File: src/logic/lcr_defs.vh
// register indices, field positions, reset values and timing counts for lane config
`ifndef LCR_DEFS_VH
`define LCR_DEFS_VH

// ==========================================================================
// register indices (byte address is four times the index)
`define LCR_IDX_SIG 4'h0
`define LCR_IDX_LOAD 4'h1
`define LCR_IDX_LBDE 4'h2
`define LCR_IDX_INDIS 4'h3
`define LCR_IDX_OUTDIS 4'h4
`define LCR_IDX_CRST 4'h5
`define LCR_IDX_PWR 4'h6
`define LCR_IDX_RXDE 4'h7
`define LCR_IDX_EOC_A 4'h8
`define LCR_IDX_EOC_B 4'h9
`define LCR_IDX_RSVD 4'hA

// ==========================================================================
// field positions
`define LCR_LBDE_LB_N 0
`define LCR_LBDE_HB_A 1
`define LCR_LBDE_HB_B 2
`define LCR_CRST_BIT 0
`define LCR_PWR_BIT 0
`define LCR_RXDE_A 0
`define LCR_RXDE_B 1
`define LCR_EOC_EQ_LSB 0
`define LCR_EOC_SW_LSB 3
`define LCR_EOC_DE_LSB 5

// ==========================================================================
// reset values and timing
`define LCR_RDATA_RST 32'h00000000
`define LCR_CNT_RST 16'h0000
`define LCR_DETECT_CYCLES 16'h03E8

`endif

File: src/logic/lcr_lane_cfg_rxdet.v
// lane configuration registers, strap capture and receiver-detect sequencing
`timescale 1ns/1ps
`include "lcr_defs.vh"
module lcr_lane_cfg_rxdet #(
   parameter [15:0] DETECT_CYCLES = `LCR_DETECT_CYCLES
) (
   input wire MCLK,
   input wire NRST,
   input wire CE,
   input wire CFG_PIN_SEL,
   input wire LOOPBACK_N,
   input wire CHAN_RESET_N,
   input wire POWER_DOWN_N,
   input wire RXD_EN_A,
   input wire RXD_EN_B,
   input wire HALFBIT_SEL_GRP_A,
   input wire HALFBIT_SEL_GRP_B,
   input wire [2:0] EQ_STRAP_A,
   input wire [2:0] EQ_STRAP_B,
   input wire [2:0] DEEMPH_STRAP_A,
   input wire [2:0] DEEMPH_STRAP_B,
   input wire [1:0] SWING_STRAP_A,
   input wire [1:0] SWING_STRAP_B,
   input wire [7:0] SIG_ABOVE,
   input wire [7:0] LOAD_SENSE,
   input wire HSEL,
   input wire [31:0] HADDR,
   input wire [1:0] HTRANS,
   input wire HWRITE,
   input wire [2:0] HSIZE,
   input wire [31:0] HWDATA,
   input wire HREADY,
   output wire [31:0] HRDATA,
   output wire HREADYOUT,
   output wire HRESP,
   output wire [2:0] EQ_A,
   output wire [2:0] EQ_B,
   output wire [1:0] SWING_A,
   output wire [1:0] SWING_B,
   output wire [2:0] DEEMPH_A,
   output wire [2:0] DEEMPH_B,
   output wire HALFBIT_A,
   output wire HALFBIT_B,
   output wire LOOPBACK_OUT_N,
   output wire SIG_PRESENT_A0,
   output wire SIG_PRESENT_B0,
   output wire LOAD_PRESENT_A0,
   output wire LOAD_PRESENT_B0,
   output wire [7:0] IN_TERM_50,
   output wire [7:0] OUT_DRIVE_50,
   output wire [7:0] OUT_PULLUP_2K
);

   localparam [1:0] ST_RESET = 2'b00;
   localparam [1:0] ST_WAIT = 2'b01;
   localparam [1:0] ST_DONE = 2'b10;
   localparam [1:0] ST_BYP = 2'b11;

   // ==========================================================================
   // reset release
   reg rst_s1_q;
   reg rst_n_q;

   always @(posedge MCLK or negedge NRST) begin
      if (!NRST) begin
         rst_s1_q <= 1'b0;
         rst_n_q <= 1'b0;
      end else if (CE) begin
         rst_s1_q <= 1'b1;
         rst_n_q <= rst_s1_q;
      end
   end

   // ==========================================================================
   // configuration registers
   reg cap_done_q;
   reg lb_n_q;
   reg [1:0] hb_q;
   reg crst_n_q;
   reg pwr_n_q;
   reg [1:0] rxd_q;
   reg [7:0] indis_q;
   reg [7:0] outdis_q;
   reg [5:0] eq_q;
   reg [3:0] sw_q;
   reg [5:0] de_q;
   reg [7:0] sig_q;

   // bus bookkeeping
   reg wr_pend_q;
   reg rd_pend_q;
   reg map_q;
   reg [3:0] idx_q;
   reg hready_q;
   reg [31:0] hrdata_q;

   wire addr_ph = HSEL & HREADY & HTRANS[1];
   // live pin, never latched, so a change takes effect on the next write
   wire wr_ok = ~CFG_PIN_SEL & cap_done_q;
   wire wr_now = wr_pend_q & map_q & wr_ok;
   wire [7:0] wb = HWDATA[7:0];

   // effective channel controls: live pin and register must both allow
   wire crst_n = CHAN_RESET_N & crst_n_q;
   wire pwr_n = POWER_DOWN_N & pwr_n_q;

   wire [7:0] load_all;

   function [7:0] rd_byte;
      input [3:0] idx;
      begin
         if (idx == `LCR_IDX_SIG) begin
            rd_byte = sig_q;
         end else if (idx == `LCR_IDX_LOAD) begin
            rd_byte = load_all;
         end else if (idx == `LCR_IDX_LBDE) begin
            rd_byte = {5'h00, hb_q, lb_n_q};
         end else if (idx == `LCR_IDX_INDIS) begin
            rd_byte = indis_q;
         end else if (idx == `LCR_IDX_OUTDIS) begin
            rd_byte = outdis_q;
         end else if (idx == `LCR_IDX_CRST) begin
            rd_byte = {7'h00, crst_n_q};
         end else if (idx == `LCR_IDX_PWR) begin
            rd_byte = {7'h00, pwr_n_q};
         end else if (idx == `LCR_IDX_RXDE) begin
            rd_byte = {6'h00, rxd_q};
         end else if (idx == `LCR_IDX_EOC_A) begin
            rd_byte = {de_q[2:0], sw_q[1:0], eq_q[2:0]};
         end else if (idx == `LCR_IDX_EOC_B) begin
            rd_byte = {de_q[5:3], sw_q[3:2], eq_q[5:3]};
         end else begin
            rd_byte = 8'h00;
         end
      end
   endfunction

   // ==========================================================================
   // bus slave: writes are zero-wait, reads take one wait state
   always @(posedge MCLK or negedge rst_n_q) begin
      if (!rst_n_q) begin
         wr_pend_q <= 1'b0;
         rd_pend_q <= 1'b0;
         map_q <= 1'b0;
         idx_q <= 4'h0;
         hready_q <= 1'b1;
         hrdata_q <= `LCR_RDATA_RST;
      end else if (CE) begin
         wr_pend_q <= addr_ph & HWRITE;
         rd_pend_q <= addr_ph & ~HWRITE;
         hready_q <= ~(addr_ph & ~HWRITE);
         if (addr_ph) begin
            idx_q <= HADDR[5:2];
            map_q <= (HADDR[31:6] == 26'h0000000) && (HADDR[1:0] == 2'h0);
         end
         // sampled a cycle late so a write just before the read is seen
         if (rd_pend_q) begin
            hrdata_q <= map_q ? {24'h000000, rd_byte(idx_q)} : `LCR_RDATA_RST;
         end
      end
   end

   // ==========================================================================
   // strap capture and register writes
   always @(posedge MCLK or negedge rst_n_q) begin
      if (!rst_n_q) begin
         cap_done_q <= 1'b0;
         lb_n_q <= 1'b1;
         hb_q <= 2'h3;
         crst_n_q <= 1'b0;
         pwr_n_q <= 1'b0;
         rxd_q <= 2'h0;
         indis_q <= 8'h00;
         outdis_q <= 8'h00;
         eq_q <= 6'h00;
         sw_q <= 4'h0;
         de_q <= 6'h00;
         sig_q <= 8'h00;
      end else if (CE) begin
         sig_q <= SIG_ABOVE;
         if (!cap_done_q) begin
            // one capture right after reset release
            cap_done_q <= 1'b1;
            lb_n_q <= LOOPBACK_N;
            hb_q <= {HALFBIT_SEL_GRP_B, HALFBIT_SEL_GRP_A};
            crst_n_q <= 1'b1;
            pwr_n_q <= 1'b1;
            rxd_q <= {RXD_EN_B, RXD_EN_A};
            eq_q <= {EQ_STRAP_B, EQ_STRAP_A};
            sw_q <= {SWING_STRAP_B, SWING_STRAP_A};
            de_q <= {DEEMPH_STRAP_B, DEEMPH_STRAP_A};
         end else if (wr_now) begin
            if (idx_q == `LCR_IDX_LBDE) begin
               lb_n_q <= wb[`LCR_LBDE_LB_N];
               hb_q[0] <= wb[`LCR_LBDE_HB_A];
               hb_q[1] <= wb[`LCR_LBDE_HB_B];
            end else if (idx_q == `LCR_IDX_INDIS) begin
               indis_q <= wb;
            end else if (idx_q == `LCR_IDX_OUTDIS) begin
               outdis_q <= wb;
            end else if (idx_q == `LCR_IDX_CRST) begin
               crst_n_q <= wb[`LCR_CRST_BIT];
            end else if (idx_q == `LCR_IDX_PWR) begin
               pwr_n_q <= wb[`LCR_PWR_BIT];
            end else if (idx_q == `LCR_IDX_RXDE) begin
               rxd_q <= wb[1:0];
            end else if (idx_q == `LCR_IDX_EOC_A) begin
               eq_q[2:0] <= wb[`LCR_EOC_EQ_LSB +: 3];
               sw_q[1:0] <= wb[`LCR_EOC_SW_LSB +: 2];
               de_q[2:0] <= wb[`LCR_EOC_DE_LSB +: 3];
            end else if (idx_q == `LCR_IDX_EOC_B) begin
               eq_q[5:3] <= wb[`LCR_EOC_EQ_LSB +: 3];
               sw_q[3:2] <= wb[`LCR_EOC_SW_LSB +: 2];
               de_q[5:3] <= wb[`LCR_EOC_DE_LSB +: 3];
            end
         end
      end
   end

   // ==========================================================================
   // per-channel termination: {in 50-Ohm, out 50-Ohm driving, out 2K pull-up}
   function [2:0] io_mode;
      input pwr;
      input rxd;
      input rst_n;
      input done;
      input load;
      input sig;
      input dis;
      begin
         if (!pwr) begin
            io_mode = 3'h0;
         end else if (!rst_n || dis) begin
            io_mode = 3'h1;
         end else if (rxd && !(done && load)) begin
            io_mode = 3'h1;
         end else if (sig) begin
            io_mode = 3'h6;
         end else begin
            // squelch: driver off, output pulled to supply
            io_mode = 3'h5;
         end
      end
   endfunction

   // ==========================================================================
   // receiver-detect sequencer, one per group
   genvar g;
   genvar c;
   generate
      for (g = 0; g < 2; g = g + 1) begin : grp
         reg [1:0] st_q;
         reg [15:0] cnt_q;
         reg [3:0] load_q;
         reg [3:0] in_q;
         reg [3:0] drv_q;
         reg [3:0] pu_q;
         wire rxd = rxd_q[g];
         wire done = (st_q == ST_DONE);

         always @(posedge MCLK or negedge rst_n_q) begin
            if (!rst_n_q) begin
               st_q <= ST_RESET;
               cnt_q <= `LCR_CNT_RST;
               load_q <= 4'h0;
            end else if (CE) begin
               if (!cap_done_q || !pwr_n || !crst_n) begin
                  st_q <= ST_RESET;
                  cnt_q <= `LCR_CNT_RST;
                  load_q <= 4'h0;
               end else if (!rxd) begin
                  st_q <= ST_BYP;
                  load_q <= 4'h0;
               end else begin
                  case (st_q)
                     ST_RESET: begin
                        // leaving here follows release of channel reset, power down or the strap capture
                        st_q <= ST_WAIT;
                        cnt_q <= `LCR_CNT_RST;
                     end
                     ST_WAIT: begin
                        if (cnt_q == DETECT_CYCLES - 16'h0001) begin
                           load_q <= LOAD_SENSE[g*4 +: 4];
                           st_q <= ST_DONE;
                        end else begin
                           cnt_q <= cnt_q + 16'h0001;
                        end
                     end
                     ST_DONE: begin
                        st_q <= ST_DONE;
                     end
                     default: begin
                        st_q <= ST_WAIT;
                        cnt_q <= `LCR_CNT_RST;
                     end
                  endcase
               end
            end
         end

         for (c = 0; c < 4; c = c + 1) begin : ch
            wire [2:0] m = io_mode(pwr_n, rxd, crst_n, done, load_q[c],
                                   sig_q[g*4+c], outdis_q[g*4+c]);
            always @(posedge MCLK or negedge rst_n_q) begin
               if (!rst_n_q) begin
                  in_q[c] <= 1'b0;
                  drv_q[c] <= 1'b0;
                  pu_q[c] <= 1'b0;
               end else if (CE) begin
                  in_q[c] <= m[2] & ~indis_q[g*4+c];
                  drv_q[c] <= m[1];
                  pu_q[c] <= m[0];
               end
            end
         end
      end
   endgenerate

   assign load_all = {grp[1].load_q, grp[0].load_q};

   // ==========================================================================
   // outputs, each straight from a flip-flop except HRESP, which is tied low
   reg sig_a0_q;
   reg sig_b0_q;
   reg load_a0_q;
   reg load_b0_q;

   always @(posedge MCLK or negedge rst_n_q) begin
      if (!rst_n_q) begin
         sig_a0_q <= 1'b0;
         sig_b0_q <= 1'b0;
         load_a0_q <= 1'b0;
         load_b0_q <= 1'b0;
      end else if (CE) begin
         sig_a0_q <= SIG_ABOVE[0];
         sig_b0_q <= SIG_ABOVE[4];
         // result is only shown once the cycle has concluded
         load_a0_q <= grp[0].load_q[0] & (grp[0].st_q == ST_DONE);
         load_b0_q <= grp[1].load_q[0] & (grp[1].st_q == ST_DONE);
      end
   end

   assign HRDATA = hrdata_q;
   assign HREADYOUT = hready_q;
   assign HRESP = 1'b0;
   // codes forwarded unchanged; no rate-dependent adjustment exists
   assign EQ_A = eq_q[2:0];
   assign EQ_B = eq_q[5:3];
   assign SWING_A = sw_q[1:0];
   assign SWING_B = sw_q[3:2];
   assign DEEMPH_A = de_q[2:0];
   assign DEEMPH_B = de_q[5:3];
   assign HALFBIT_A = hb_q[0];
   assign HALFBIT_B = hb_q[1];
   assign LOOPBACK_OUT_N = lb_n_q;
   assign SIG_PRESENT_A0 = sig_a0_q;
   assign SIG_PRESENT_B0 = sig_b0_q;
   assign LOAD_PRESENT_A0 = load_a0_q;
   assign LOAD_PRESENT_B0 = load_b0_q;
   assign IN_TERM_50 = {grp[1].in_q, grp[0].in_q};
   assign OUT_DRIVE_50 = {grp[1].drv_q, grp[0].drv_q};
   assign OUT_PULLUP_2K = {grp[1].pu_q, grp[0].pu_q};

endmodule // lcr_lane_cfg_rxdet

File: config.mk
export PLATFORM = sky130hd
export DESIGN_NAME = lcr_lane_cfg_rxdet
export DESIGN_NICKNAME = d
export VERILOG_FILES = /design/src/logic/lcr_lane_cfg_rxdet.v
export VERILOG_INCLUDE_DIRS = /design/src /design/src/logic
export SDC_FILE = /design/constraint.sdc
export NUM_CORES = 1
export LEC_CHECK = 0
export BUFFER_PORTS_ARGS = -buffer_cell sky130_fd_sc_hd__buf_4
export CAP_MARGIN = 20
export CORE_UTILIZATION = 45
export CTS_BUF_LIST = sky130_fd_sc_hd__clkbuf_16
export CTS_CLUSTER_DIAMETER = 100
export DETAILED_ROUTE_END_ITERATION = 7
export PLACE_DENSITY = 0.74
export SLEW_MARGIN = 20
export SYNTH_ARGS = -nofsm -noshare
export SYNTH_HDL_FRONTEND = slang
export SYNTH_SLANG_ARGS = --single-unit
File: constraint.sdc
create_clock -name MCLK -period 10.3 [get_ports MCLK]
set_clock_uncertainty 0.1 [all_clocks]
set_input_delay 2.06 -clock MCLK [delete_from_list [all_inputs] [get_ports MCLK]]
set_output_delay 2.06 -clock MCLK [all_outputs]
set_load 0.05 [all_outputs]
# Yosys cells after proc, flatten, opt, wreduce, memory -nomap -nowiden
# Cells that the tools add are included.
[totals]
output_inout_bits = 81
inputBits = 115
regBits = 162
wordCells = 316
[op_classes]
reduce_logical = 59
bitwise = 32
n_mux = 127
n_eq_ne = 39
add_sub_neg = 2
[op_table]
columns = ["cell", "n"]
rows = [
  ["16-bit two-way mux", 6],
  ["6-bit two-way mux", 16],
  ["3-bit two-way mux", 30],
  ["8-bit two-way mux", 11],
  ["4-bit two-way mux", 16],
  ["16-bit one-hot mux with 2 select lines", 2],
  ["2-bit two-way mux", 28],
  ["16-bit by 1-bit adder with 16-bit output, second input constant", 2],
  ["16-bit by 10-bit == test with 1-bit output, second input constant", 2],
  ["26-bit zero test", 1],
  ["1-bit bitwise AND", 19],
  ["2-bit by 1-bit inequality test with 1-bit output, second input constant", 9],
  ["1-bit logical AND", 17],
  ["4-bit by 3-bit == test with 1-bit output, second input constant", 4],
  ["1-bit two-way mux", 16],
  ["2-bit inequality test, second input constant", 7],
  ["1-bit NOT", 13],
  ["3-bit by 1-bit inequality test with 1-bit output, second input constant", 4],
  ["6-bit AND reduction", 2],
  ["1-bit zero test", 11],
  ["1-bit logical OR", 10],
  ["10-bit AND reduction", 1],
  ["3-bit AND reduction", 3],
  ["9-bit AND reduction", 1],
  ["other kinds (16)", 28],
]

# Longest topological paths before layout
[depth]
word_depth = 12
depth_mapped = 8
depth_no_buf = 7

# Worst setup path before layout
# No wires, ideal clock.
[synth_path]
kind = "flip-flop to flip-flop"
startpoint = "reg rst_n_q (netlist name)"
endpoint = "reg rst_n_q"
setup_time_ns = 0.087
required_time_ns = 10.113
path_stages_with_launch = 2
t_arrival_ns = 3.700
path_buffers = 0
path_slack_ns = 6.413
period_less_slack_ns = 3.887
path_cell_list = "dfrtp_1 -> mux2_2"
[synth_rtl]
columns = ["item", "line_no", "source"]
rows = [
  ["to (signal assigned)", "lcr_lane_cfg_rxdet.v:70", "rst_n_q <= rst_s1_q;"],
  ["to (decl)", "lcr_lane_cfg_rxdet.v:62", "reg rst_n_q;"],
]

# Final worst setup path
[layout_path]
startpoint = "in CE"
endpoint = "reg grp[1].cnt_q[8]"
[layout_between]
elab_chain_cells = 1
[layout_rtl]
columns = ["item", "line_no", "source"]
rows = [
  ["from (decl)", "lcr_lane_cfg_rxdet.v:9", "input wire CE,"],
  ["4-bit AND reduction (no source line)", "n/a", ""],
  ["to (signal assigned)", "lcr_lane_cfg_rxdet.v:264", "cnt_q <= `LCR_CNT_RST;"],
  ["to (signal assigned)", "lcr_lane_cfg_rxdet.v:269", "cnt_q <= `LCR_CNT_RST;"],
  ["to (signal assigned)", "lcr_lane_cfg_rxdet.v:279", "cnt_q <= `LCR_CNT_RST;"],
  ["to (decl)", "lcr_lane_cfg_rxdet.v:253", "reg [15:0] cnt_q;"],
]
# No other way between the ends.
# A chain may end at the register's enable or synchronous reset.

==> metrics.txt <==
CTS sink count 136; placed cell area 8252 um^2; global route overflow 0; synth top area cells dfrtp_1, mux2_2, nand2_1; starting density of the core 46.45%; Avg WL per Cell 17.68 um; hold buffer count at CTS 0; Top FF cell, synth dfrtp_1; IO Count 196; initial antenna violation count 0; total number of yosys warnings 0; vias per cell 5.670; final wirelength 18920 um; Core ar. 15310 um^2; Worst Hold Class reg2reg; Fin. Hold Viols 0; Slew HR 35.74%; Routed Antenna Nets 0; Power Density 158.4 nW/um^2; Worst-path clk slew 0.05 ns; # fillers 1388; startpoint types primary input; fin. max-slew vios 0; Peak Freq 252.9 MHz; Die Height 127.7 um; Seq/Total Area, Yosys 47.92%; first-pass GRT wire length 30260 um; I/O Buffers 142; Die Wd 127.7 um; Final period util 38.39%; average size of a mapped cell 9.976 um^2; share of cells above drive strength 1 27.01%; kind of critical path in2reg; Async SR Flop Fraction 100.0%; DP HPWL 13510 um; Final Critical Period 3.954 ns; post-CTS setup repair buffer count 0; Clock Latency Late Sink 0.43 ns; H-tree lvl count 4; Synth-to-Final Area Change 24.40%; Synth top area share 46.44%; Total Neg Setup Slack 0 ns; FP Rows 45; netlist area before placement 7113 um^2; Hold Crit Depth 1; final instance area 8848 um^2; Yosys top cell by area dfrtp_1; die area 16310 um^2; CP Capture Type register; CP arrival 4.14 ns; CP max FO 37; status completed; distinct cell type count after synthesis 68; clk buf depth 2; Num CTS Buffers 17; vias in the first global route 5647; Tightest Pin Transition 0.9638 ns; Worst Reg-to-Reg Cells 5; RSZ-0062 raised after global routing no; Post-synth EDFFs 0; leak pwr 0.004139 uW; total track usage 24.30%; Max Cap Viol 0; Vias 6067; number of antenna diodes 0; Mapped Cells 713; setup violators final 0; GP Congestion 0.9068; Root Driver clkbuf_16; Critical Path RT 10.49 ns; Max VDD drop 0.1266 mV; 1st-pass router iterations 5; Post-layout nets 967; pin count of the biggest net entering global routing 72; Iter 0 DRT Violations 521; Residual DRC 0; post-CTS sizing 0; CTS tree done; setup slack, reg-to-reg 7.77 ns; FF+latch count, synth 136
[cell families (layout without fill, tap and decap cells)]
kind of cell	count (synthesis)	in the layout	synth area share [%]
compound gates	171	171	16.52
xor+xnor	18	18	2.216
fa+ha+maj	6	6	1.055
buf+inv	76	198	5.488
flops	136	136	47.92
mux	60	60	9.024
other cells	1	25	0.05272
simple gates	245	245	17.73
[metrics by stage]
| step | setup slack (ns) | std cells | power, uW | hold WS [ns] | util [%] |
|---|---|---|---|---|---|
| CTS | 6.347 | 1070 | 1409 | 0.3640 | 57.78 |
| finish | 6.346 | 1070 | 1401 | 0.3625 | 57.78 |
| detailed placement | 5.950 | 1038 | 787.6 | 0.3556 | 53.88 |
| floorplan | 6.121 | 737 | 722.6 | 0.3305 | - |
| global route | 6.125 | 1070 | 1448 | 0.3904 | 57.78 |
| global placement | 6.050 | 1038 | 785.1 | 0.3458 | 53.88 |
[routing by layer]
layer / GRT usage, % / up-vias / routed length (um)
li1: - / 2846 / -
met1: 34.61 / 2932 / 8737
met2: 36.06 / 255 / 8372
met3: 5.551 / 34 / 1337
met4: 9.273 / 0 / 469
met5: 0 / - / 0
[final cells by class]
| class | count | area (um^2) | share of cell area (%) |
|---|---|---|---|
| clock buffers | 17 | 425.4 | 4.808 |
| clock inverters | 15 | 171.4 | 1.937 |
| inverters | 20 | 75.07 | 0.8484 |
| multi-input cells | 525 | 3405 | 38.48 |
| flip-flops and latches | 136 | 3412 | 38.56 |
| well taps | 211 | 264.0 | 2.984 |
| repair buffers | 146 | 1096 | 12.39 |
[path summary, 6_finish.rpt]
path / startpoint / endpoint
max: CE / grp[1].cnt_q[8]
min reg2reg: indis_q[3] / IN_TERM_50[3]
min in group asynchronous: rst_n_q / grp[1].cnt_q[2]
max in group asynchronous: rst_n_q / sw_q[2]
min: indis_q[3] / IN_TERM_50[3]
max reg2reg: idx_q[0] / HRDATA[1]
[cells in the mapped netlist (10+ instances only)]
cell	instances
a32o_1	10
nand2_1	87
nand4_1	15
mux2_2	33
a22o_1	12
nor4_1	15
o31ai_1	13
and3_1	10
clkbuf_1	24
dfrtp_1	132
nor2b_1	12
nand3_1	22
inv_1	19
mux2i_1	27
nor2_1	42
a21oi_1	17
o2bb2ai_1	10
o21ai_0	55
buf_4	25
[cell usage in the layout, fill, tap and decap left out, drive strengths merged, types with 12 or more instances in the layout]
master	count
buf	146
dfrtp	132
nand2	88
o21ai	60
nor2	42
mux2	33
mux2i	27
conb	25
inv	25
nand3	22
a21oi	17
clkbuf	17
nor4	17
nand4	15
o31ai	13
nor2b	12
a22o	12
[where the power goes]
part	switching, uW	leakage, uW	internal [uW]
Clock	222	0.000312	397
Combinational	123	0.00200	70.4
Sequential	34.8	0.00183	553
Total	381	0.00414	1020
[worst max-delay path: stages]
cell     delay (ns)
buf_4          0.35
inv_2          0.40
a31oi_1        0.79
nand4_1        0.24
xor2_1         0.20
nor2_1         0.06
[sequential cells by signal, indices dropped and copies added, names as in the netlist, 4 cells and up]
name and count:
grp.cnt_q 32, HRDATA 8, IN_TERM_50 8, OUT_DRIVE_50 8, OUT_PULLUP_2K 8, grp.load_q 8
indis_q 8, outdis_q 8, sig_q 8, de_q 6, eq_q 6, grp.st_q 4
idx_q 4, sw_q 4
Power figures use the tool's default switching activity.
